===== config.mk =====
export PLATFORM = sky130hd
export DESIGN_NAME = fsrc_ctrl
export DESIGN_NICKNAME = d
export VERILOG_FILES = /design/src/fsrc_pkg.sv /design/src/fsrc_ctrl.sv
export VERILOG_INCLUDE_DIRS = /design/src /design/src/src
export SDC_FILE = /design/constraint.sdc
export NUM_CORES = 1
export LEC_CHECK = 0
export ABC_AREA = 1
export BUFFER_PORTS_ARGS = -buffer_cell sky130_fd_sc_hd__buf_4
export CORE_MARGIN = 5
export CORE_UTILIZATION = 30
export CTS_BUF_LIST = sky130_fd_sc_hd__clkbuf_8
export CTS_CLUSTER_DIAMETER = 150
export DETAILED_ROUTE_END_ITERATION = 12
export SLEW_MARGIN = 20
export SYNTH_ARGS = -nofsm -noshare
export SYNTH_HDL_FRONTEND = slang
export SYNTH_SLANG_ARGS = --single-unit

===== constraint.sdc =====
create_clock -name clk_in -period 3.8 [get_ports clk_in]
set_input_delay 0.76 -clock clk_in [delete_from_list [all_inputs] [get_ports clk_in]]
set_output_delay 0.76 -clock clk_in [all_outputs]
set_load 0.03 [all_outputs]

===== src/fsrc_defs.svh =====
// offsets, field positions, reset values and timing counts of the pause controller
`ifndef FSRC_DEFS_SVH
`define FSRC_DEFS_SVH

// ----------------------------------------------------------------
// register offsets (byte addresses)
// ----------------------------------------------------------------
`define FSRC_OFF_STATUS 8'h00
`define FSRC_OFF_IRQ    8'h04
`define FSRC_OFF_MASK   8'h08
`define FSRC_OFF_CTRL   8'h0c

// ----------------------------------------------------------------
// field positions
// ----------------------------------------------------------------
`define FSRC_SR_WIP     0
`define FSRC_SR_WEL     1
`define FSRC_SR_ERS     10
`define FSRC_SR_PRS     15
`define FSRC_EV_PAUSED  0
`define FSRC_EV_RESUMED 1
`define FSRC_EV_REFUSED 2
`define FSRC_EV_DONE    3
`define FSRC_CTRL_QLANE 0

// ----------------------------------------------------------------
// reset values
// ----------------------------------------------------------------
`define FSRC_RST_MASK   4'h0
`define FSRC_RST_QLANE  1'b0

// ----------------------------------------------------------------
// protected region masks per paused operation
// ----------------------------------------------------------------
`define FSRC_MASK_PAGE  24'hffff00
`define FSRC_MASK_4K    24'hfff000
`define FSRC_MASK_32K   24'hff8000
`define FSRC_MASK_64K   24'hff0000

// ----------------------------------------------------------------
// timing
// ----------------------------------------------------------------
`define FSRC_CLK_MHZ    100
`define FSRC_PLAT_NS    20000
`define FSRC_ELAT_NS    30000
`define FSRC_PLAT_CYC   ((`FSRC_PLAT_NS * `FSRC_CLK_MHZ + 999) / 1000)
`define FSRC_ELAT_CYC   ((`FSRC_ELAT_NS * `FSRC_CLK_MHZ + 999) / 1000)
`define FSRC_RESUME_NS  300

`endif


===== src/fsrc_pkg.sv =====
// types shared by the pause controller and its bench
package fsrc_pkg;

   // ----------------------------------------------------------------
   // instruction codes seen on the serial link
   // ----------------------------------------------------------------
   typedef enum logic [7:0] {
      OP_WREN = 8'h06, OP_WRDI = 8'h04, OP_READ = 8'h03, OP_FAST = 8'h0b,
      OP_DOUT = 8'h3b, OP_QOUT = 8'h6b, OP_DIO = 8'hbb, OP_QIO = 8'heb,
      OP_QWORD = 8'he7, OP_WRAP = 8'h77, OP_MID = 8'h90, OP_MID2 = 8'h92,
      OP_MID4 = 8'h94, OP_JID = 8'h9f, OP_UID = 8'h4b, OP_RLS = 8'hab,
      OP_SECR = 8'h48, OP_PARAM = 8'h5a, OP_PP = 8'h02, OP_QPP = 8'h32,
      OP_RESUME = 8'h7a, OP_PAUSE = 8'h75, OP_RS1 = 8'h05, OP_RS2 = 8'h35,
      OP_RS3 = 8'h15, OP_RSTEN = 8'h66, OP_RST = 8'h99
   } fsrc_op_t;

   // kind of array operation the engine runs
   typedef enum logic [2:0] {K_PROG, K_ER4K, K_ER32K, K_ER64K, K_WRSR} fsrc_kind_t;

   // controller states
   typedef enum logic [2:0] {ST_IDLE, ST_BUSY, ST_PAUSING, ST_PAUSED, ST_NEST} fsrc_st_t;

   // report from the program/erase engine
   typedef struct packed {
      logic       start;
      fsrc_kind_t kind;
      logic [23:0] addr;
      logic       done;
   } fsrc_eng_t;

   // register port request
   typedef struct packed {
      logic [7:0]  addr;
      logic [31:0] wdata;
      logic        wr;
      logic        rd;
   } fsrc_bus_t;

   // instruction verdict
   typedef struct packed {
      logic       acc;
      logic       rej;
      logic       hit;
      logic [7:0] code;
   } fsrc_cmd_t;

   // whole state of the controller
   typedef struct packed {
      logic        sclk_s1;
      logic        sclk_s2;
      logic        sclk_d;
      logic        cs_s1;
      logic        cs_s2;
      logic        si_s1;
      logic        si_s2;
      logic [5:0]  bits;
      logic [31:0] shift;
      logic        chk;
      fsrc_st_t    st;
      fsrc_kind_t  kind;
      logic [23:0] base;
      logic [23:0] rmask;
      logic [11:0] cnt;
      logic        write_latch_armed;
      logic        prs;
      logic        ers;
      logic [3:0]  irq;
      logic [3:0]  imask;
      logic        qlane;
      logic [31:0] rdata;
      fsrc_cmd_t   cmd;
   } fsrc_state_t;

endpackage


===== src/fsrc_ctrl.sv =====
// suspend and resume controller of a serial nor flash
`timescale 1ns/1ns
`include "fsrc_defs.svh"

module fsrc_ctrl
(
   input  wire logic                 clk_in,
   input  wire logic                 rstn_in,
   input  wire logic                 sclk_in,
   input  wire logic                 cs_n_in,
   input  wire logic                 si_in,
   input  wire fsrc_pkg::fsrc_eng_t  eng_in,
   input  wire fsrc_pkg::fsrc_bus_t  bus_in,
   output logic      [31:0]          rdata_out,
   output logic                      irq_out,
   output logic                      eng_hold_out,
   output logic      [15:0]          status_out,
   output fsrc_pkg::fsrc_cmd_t       cmd_out
);
   import fsrc_pkg::*;

   // overview: the link pins are sampled by the system clock, so every
   // frame is rebuilt from synchronised copies of clock, select and data.
   // the opcode is judged on the eighth serial rise, and the address (if any)
   // on the thirty-second. the controller itself never runs the array; it
   // only tells the engine to hold, and tracks the flags the host polls.
   // trade-off: one shared state word keeps the whole block in one register,
   // at the cost of a wide next-state process. a serial half period must
   // span at least two system clocks or rises are merged and bits lost.

   // ----------------------------------------------------------------
   // state
   // ----------------------------------------------------------------
   fsrc_state_t s_ff;
   fsrc_state_t nxt_s;
   logic [15:0] sr;
   logic        array_op_active;

   // protected span of the operation being paused
   function automatic logic [23:0] region_mask(input fsrc_kind_t k);
      logic [23:0] m;
      m = `FSRC_MASK_PAGE;
      unique case (k)
         K_ER4K:  m = `FSRC_MASK_4K;
         K_ER32K: m = `FSRC_MASK_32K;
         K_ER64K: m = `FSRC_MASK_64K;
         default: m = `FSRC_MASK_PAGE;
      endcase
      return m;
   endfunction

   // ----------------------------------------------------------------
   // status word
   // ----------------------------------------------------------------
   // busy stays up while paused-in-progress so the host keeps polling
   always_comb
   begin
      array_op_active = (s_ff.st == ST_BUSY) || (s_ff.st == ST_PAUSING)
         || (s_ff.st == ST_NEST);
      sr = 16'h0000;
      sr[`FSRC_SR_WIP] = array_op_active;
      sr[`FSRC_SR_WEL] = s_ff.write_latch_armed;
      sr[`FSRC_SR_ERS] = s_ff.ers;
      sr[`FSRC_SR_PRS] = s_ff.prs;
   end

   // ----------------------------------------------------------------
   // next state
   // ----------------------------------------------------------------
   always_comb
   begin
      logic [7:0] op;
      logic [3:0] ev;
      logic       ok;
      logic       rise;
      logic       paused;
      op = {s_ff.shift[6:0], s_ff.si_s2};
      ev = 4'h0;
      ok = 1'b0;
      rise = s_ff.sclk_s2 & ~s_ff.sclk_d & ~s_ff.cs_s2;
      paused = (s_ff.st == ST_PAUSED) || (s_ff.st == ST_NEST);
      nxt_s = s_ff;

      // two-stage synchronisers for the link pins
      // only the second stage is read by logic; the first may be metastable.
      // the delayed copy of the clock gives a clean rise detector, and select
      // resets high so the first frame after reset starts from bit zero.
      // all three pins share the same delay, so data keeps its setup margin
      // against the synchronised clock edge.
      nxt_s.sclk_s1 = sclk_in;
      nxt_s.sclk_s2 = s_ff.sclk_s1;
      nxt_s.sclk_d = s_ff.sclk_s2;
      nxt_s.cs_s1 = cs_n_in;
      nxt_s.cs_s2 = s_ff.cs_s1;
      nxt_s.si_s1 = si_in;
      nxt_s.si_s2 = s_ff.si_s1;
      nxt_s.cmd.acc = 1'b0;
      nxt_s.cmd.rej = 1'b0;
      nxt_s.cmd.hit = 1'b0;

      // bit counting, restarted by every deselect
      if (s_ff.cs_s2)
      begin
         nxt_s.bits = 6'h00;
         nxt_s.chk = 1'b0;
      end
      else if (rise)
      begin
         nxt_s.shift = {s_ff.shift[30:0], s_ff.si_s2};
         if (s_ff.bits != 6'h3f)
         begin
            nxt_s.bits = s_ff.bits + 6'h01;
         end
      end

      // verdict on the eighth bit of the opcode
      // while the latency runs only status reads and reset may pass; once the
      // flag is up the wider list applies, page programs only in an erase
      // pause, and the quad form only when four lanes are enabled.
      // outside a pause every opcode is accepted; filtering there belongs to
      // the instruction decoder, not to this block.
      if (rise && (s_ff.bits == 6'h07))
      begin
         nxt_s.cmd.code = op;
         unique case (s_ff.st)
            ST_IDLE, ST_BUSY:
               ok = 1'b1;
            ST_PAUSING:
               ok = op inside {OP_RS1, OP_RS2, OP_RS3, OP_RSTEN, OP_RST};
            ST_PAUSED, ST_NEST:
               ok = (op inside {OP_RS1, OP_RS2, OP_RS3, OP_RSTEN, OP_RST})
                  || (op inside {OP_WREN, OP_WRDI, OP_READ, OP_FAST, OP_DOUT,
                     OP_QOUT, OP_DIO, OP_QIO, OP_QWORD, OP_WRAP, OP_MID,
                     OP_MID2, OP_MID4, OP_JID, OP_UID, OP_RLS, OP_SECR,
                     OP_PARAM, OP_RESUME})
                  || (s_ff.ers && ((op == OP_PP)
                     || ((op == OP_QPP) && s_ff.qlane)));
         endcase
         nxt_s.cmd.acc = ok;
         nxt_s.cmd.rej = ~ok;
         ev[`FSRC_EV_REFUSED] = ~ok;
         if (ok && (op == OP_WREN))
         begin
            nxt_s.write_latch_armed = 1'b1;
         end
         if (ok && (op == OP_WRDI))
         begin
            nxt_s.write_latch_armed = 1'b0;
         end
         // a pause only bites on a running program or erase
         if (ok && (op == OP_PAUSE) && (s_ff.st == ST_BUSY)
            && (s_ff.kind != K_WRSR))
         begin
            nxt_s.st = ST_PAUSING;
            nxt_s.cnt = (s_ff.kind == K_PROG) ? 12'(`FSRC_PLAT_CYC)
               : 12'(`FSRC_ELAT_CYC);
         end
         // resume only from a settled pause with the array idle
         if (ok && (op == OP_RESUME) && (s_ff.st == ST_PAUSED)
            && (s_ff.prs || s_ff.ers))
         begin
            nxt_s.st = ST_BUSY;
            nxt_s.prs = 1'b0;
            nxt_s.ers = 1'b0;
            ev[`FSRC_EV_RESUMED] = 1'b1;
         end
         nxt_s.chk = ok && paused && (op inside {OP_READ, OP_FAST, OP_DOUT,
            OP_QOUT, OP_DIO, OP_QIO, OP_QWORD, OP_PP, OP_QPP});
      end

      // address check after the third address byte
      // the shift register already holds opcode and 23 address bits, so the next
      // state copy is used to include the last address bit.
      // limitation: a frame cut short before the last byte is never checked,
      // which is harmless since such a frame cannot reach the array.
      if (rise && (s_ff.bits == 6'h1f) && s_ff.chk)
      begin
         nxt_s.chk = 1'b0;
         if ((nxt_s.shift[23:0] & s_ff.rmask) == s_ff.base)
         begin
            nxt_s.cmd.hit = 1'b1;
            ev[`FSRC_EV_REFUSED] = 1'b1;
         end
      end

      // pause latency, then latch cleared and flag raised together
      // the counter is loaded when the pause is accepted and counts to zero;
      // the host sees either busy with no flag, or the flag with the latch
      // already clear, never a mix of the two.
      if (s_ff.st == ST_PAUSING)
      begin
         if (s_ff.cnt == 12'h000)
         begin
            nxt_s.st = ST_PAUSED;
            nxt_s.write_latch_armed = 1'b0;
            nxt_s.prs = (s_ff.kind == K_PROG);
            nxt_s.ers = (s_ff.kind != K_PROG);
            ev[`FSRC_EV_PAUSED] = 1'b1;
         end
         else
         begin
            nxt_s.cnt = s_ff.cnt - 12'h001;
         end
      end

      // engine completion; a finish during the latency cancels the pause
      // a nested program ends back in the erase pause, so the flag stays set.
      // the latch always drops with a completion, as the host must arm it
      // again before the next program or erase.
      if (eng_in.done)
      begin
         if (s_ff.st == ST_NEST)
         begin
            nxt_s.st = ST_PAUSED;
         end
         else if ((s_ff.st == ST_BUSY) || (s_ff.st == ST_PAUSING))
         begin
            nxt_s.st = ST_IDLE;
            nxt_s.prs = 1'b0;
            nxt_s.ers = 1'b0;
         end
         nxt_s.write_latch_armed = 1'b0;
         ev[`FSRC_EV_DONE] = 1'b1;
      end

      // engine start; a program inside an erase pause nests
      // the protected region is latched at start, so a later nested program
      // cannot move the window of the paused erase.
      // a start during a program pause is ignored: nesting is erase-only.
      if (eng_in.start)
      begin
         if (s_ff.st == ST_IDLE)
         begin
            nxt_s.st = ST_BUSY;
            nxt_s.kind = eng_in.kind;
            nxt_s.rmask = region_mask(eng_in.kind);
            nxt_s.base = eng_in.addr & region_mask(eng_in.kind);
         end
         else if ((s_ff.st == ST_PAUSED) && s_ff.ers)
         begin
            nxt_s.st = ST_NEST;
         end
      end

      // register port: read data valid for one cycle only
      // the port never stalls: every strobe is answered on the next edge.
      // unmapped reads return zero and unmapped writes are dropped, so a
      // stray access cannot disturb the pause state.
      nxt_s.rdata = 32'h0000_0000;
      if (bus_in.rd)
      begin
         unique case (bus_in.addr)
            `FSRC_OFF_STATUS: nxt_s.rdata = {16'h0000, sr};
            `FSRC_OFF_IRQ:    nxt_s.rdata = {28'h0000000, s_ff.irq};
            `FSRC_OFF_MASK:   nxt_s.rdata = {28'h0000000, s_ff.imask};
            `FSRC_OFF_CTRL:   nxt_s.rdata = {31'h00000000, s_ff.qlane};
            default:          nxt_s.rdata = 32'h0000_0000;
         endcase
      end
      if (bus_in.wr && (bus_in.addr == `FSRC_OFF_MASK))
      begin
         nxt_s.imask = bus_in.wdata[3:0];
      end
      if (bus_in.wr && (bus_in.addr == `FSRC_OFF_CTRL))
      begin
         nxt_s.qlane = bus_in.wdata[`FSRC_CTRL_QLANE];
      end

      // sticky events: a new event beats the clear-on-read
      nxt_s.irq = ((bus_in.rd && (bus_in.addr == `FSRC_OFF_IRQ))
         ? 4'h0 : s_ff.irq) | ev;
   end

   // ----------------------------------------------------------------
   // registers
   // ----------------------------------------------------------------
   // select lines reset high so a stale frame cannot start counting
   // reset is synchronous; every field of the state word takes a constant,
   // so a single reset edge also clears the link synchronisers.
   always_ff @(posedge clk_in)
   begin
      if (!rstn_in)
      begin
         s_ff <= '0;
         s_ff.cs_s1 <= 1'b1;
         s_ff.cs_s2 <= 1'b1;
         s_ff.imask <= `FSRC_RST_MASK;
         s_ff.qlane <= `FSRC_RST_QLANE;
      end
      else
      begin
         s_ff <= nxt_s;
      end
   end

   // ----------------------------------------------------------------
   // outputs
   // ----------------------------------------------------------------
   // every output comes straight from the state register or the status word,
   // which is itself built only from registered fields; nothing on the link
   // pins reaches an output without passing the synchronisers first.
   // the hold output stays low in a nested program so the engine can run it
   // while the paused erase waits.
   assign rdata_out = s_ff.rdata;
   assign irq_out = |(s_ff.irq & s_ff.imask);
   assign eng_hold_out = (s_ff.st == ST_PAUSING) || (s_ff.st == ST_PAUSED); // engine halts
   assign status_out = sr;
   assign cmd_out = s_ff.cmd;

endmodule // fsrc_ctrl


==> summary.md <==
| Metric | Value |
|---|---|
| Outcome | completed |
| Clock network power share | 0.385 |
| CTS Buf Count | 9 |
| Grt ovf | 0 |
| Routability Congestion | between 0.8 and 0.9 |
| Endpoints failing setup | 0 |
| Crit path launch type | flop |
| Clock Path Buffers | 2 |
| Most frequent cell after synthesis | nand2_1 |
| Share of power burned in registers | 0.518 |
| Worst min-delay path class | reg -> reg |
| Sw Share | 0.257 |
| Wirelength, routed | 12.8 mm |
| Core Box Area | 0.0180 mm² |
| DR DRC count | 0 |
| Worst Max-Slew Pin Slew | 661 ps |
| Synth-to-layout area growth | 11.0% |
| Multi-input gate area in the final layout | between 0.002 and 0.003 mm² |
| Final Hold Fails | 0 |
| Clock root buffer | clkbuf_8 |
| Nets | a little over 900 |
| Cts repair resizes | 0 |
| Power, Total | 2.22 mW |
| Final Non-Filler Cells | approximately 1100 |
| IO Pins | approximately 140 |
| Cells after DPL | roughly 1100 |
| Largest net degree at the start of global routing | between 40 and 50 |
| DPL Wire Length | approximately 9.6 mm |
| Via density | 4.46 |
| Register area | about 0.0021 mm² |
| Mapped cell area | 0.00548 mm² |
| Period Utilization, post-route | 0.662 |
| Logic pwr share | 0.097 |
| Crit Path Max Fanout | 43 |
| Top area cells in the synthesized netlist | dfxtp_1 (38%), nand2_1 (12%), buf_4 (8.2%), inv_1 (6.9%), nor2_1 (6.2%) |
| Post-DRT Antenna Nets | 0 |
| CTS Hold Buffers Added | 0 |
| Minimum clock period | 2520 ps |
| Yosys warns | 0 |
| Top FF cell, synth | dfxtp_1 |
| Post-CTS Setup Inserts | 0 |
| Path depth of the worst reg2reg path | 11 |
| Fraction of layout cells with a size suffix above 1 | 0.123 |
| Number of global-route vias before repair | approximately 4500 |
| Slew margin rel. | 0.558 |
| Fmax | between 0.3 and 0.4 GHz |
| Slew Limit Fails | 0 |
| Fillers | around 1900 |
| Drt wl/cell | 11.9 µm |
| Count of unique library cells instantiated by Yosys | between 40 and 50 |
| Pleak | approximately 2.7 nW |
| CP arrival | around 2800 ps |
| First-pass GRT wire length | approximately 21 mm |
| Register bit total from synthesis | between 100 and 150 |
| Max-cap violations | 0 |
| Row count | between 40 and 50 |
| Clock-pin slew on the worst setup and hold paths | about 100 ps |
| Critical Path RT | 4080 ps |
| Clock skew | between 10 and 15 ps |
| Post-synthesis async set-or-reset flop share | 0 |
| Syn avg cell area | ~6.8 µm² |
| GRT Total Usage | 0.120 |
| WS Path Type | reg -> reg |
| Drt pass-1 iters | 5 |
| Initial antenna violation count | 0 |
| CTS sink count | between 100 and 150 |
| Iter 0 DRT Violations | 327 |
| Worst-Skew Late Latency | about 400 ps |
| Hold Crit Depth | 2 |
| Internal power | between 1.5 and 2 mW |
| Antenna cells | 0 |
| Die height | between 100 and 150 µm |
| Sum Neg Setup Slack | 0 ps |
| Final hold slack | roughly 440 ps |
| RSZ-0062 raised after global routing | false |
| CTS tree | done |
| Die width | between 100 and 150 µm |
| Pwr dens | 366 mW/mm² |
| Dominant cell type by area after synthesis | dfxtp_1 |
| Seq/Total Area, Yosys | 0.384 |
| Top cell type's share of synthesized area | 0.384 |
| Final core occ | 0.338 |
| Sw power | 572 µW |
| Post-synth EDFFs | 0 |
| Critical path endpoint category | flop |
| Initial Utilization | 0.305 |
| Via count | between 4000 and 5000 |
| Maximum VDD drop | about 170 µV |
| Cells after synthesis | roughly 810 |
| Post-synth top cells | nand2_1 (177), dfxtp_1 (105), inv_1 (101), nor2_1 (90), buf_4 (60) |
| PortBufs | 62 |
| Die area | 0.0211 mm² |
| CTS H-tree lvls | 3 |
==> layer usage <==
layer | share of wire | track usage
met5 | 0 | 0
met4 | 0.017 | 0.0373
met3 | 0.058 | 0.0405
met2 | 0.44 | 0.190
met1 | 0.49 | 0.156
==> cell type report <==
class                           count  share of cell area
Clock inverter                      6              0.0187
Timing Repair Buffer               64              0.0791
Sequential cell                   105               0.346
Clock buffer                       10              0.0226
Tap cell                          229              0.0471
Inverter                          107              0.0661
Multi-Input combinational cell    551               0.420
==> worst max-delay path, stage by stage, from the launching register on <==
cell,delay (ps)
dfxtp_1,320
inv_2,160
nand3_4,410
inv_2,370
nand2_1,200
inv_1,90
buf_4,220
nand2_2,180
o21ai_2,160
inv_1,110
o21ai_0,90
a21oi_1,80
==> placed cells by master (no fill, tap or decap), drive strengths merged, types with 4 or more instances in the layout <==
master	count
conb	38
a31oi	6
dfxtp	105
nand4	7
o21ai	64
nor3	10
clkbuf	10
nand2	185
nor4	8
o22ai	10
nand3	52
clkinv	4
nor2	93
inv	105
a21oi	55
buf	64
==> registers in the layout (all words and copies together) (netlist names) <==
name        cells
cmd_out        11
rdata_out       6
status_out      3
nxt_s           4
s_ff           81
==> per-stage QoR <==
step,worst slack [ps],cell area [µm²]
floorplan,1730,5610
global placement,1180,5830
detailed placement,1150,5830
CTS,1220,6080
global route,931,6080
finish,1280,6080
==> power by group through the flow <==
stage                     sequential, mW  clock [mW]  combinational, mW
after global placement              1.18           0              0.214
after CTS                           1.15       0.888              0.216
final                               1.15       0.857              0.215
after global routing                1.16       0.926              0.242
after detailed placement            1.18           0              0.216
after floorplan                     1.17           0              0.188
==> kinds of logic (layout without fill, tap and decap cells) <==
logic type	Yosys count	count (layout)	synth area share
flip-flops	105	105	0.384
other	1	38	0.000685
adder cells (fa/ha/maj)	3	3	0.00686
AO/OA/AOI/OAI	145	145	0.143
XOR/XNOR	3	3	0.00480
AND/OR/NAND/NOR	362	362	0.286
buffers and inverters	186	187	0.175
==> final timing paths <==
| kind | start | slack (ps) | to |
|---|---|---|---|
| min | nxt_s[165] | 440 | nxt_s[164] |
| min reg2reg | nxt_s[165] | 440 | nxt_s[164] |
| max | s_ff[164] | 1280 | s_ff[65] |
| max reg2reg | s_ff[164] | 1280 | s_ff[65] |
Power figures use the tool's default switching activity.
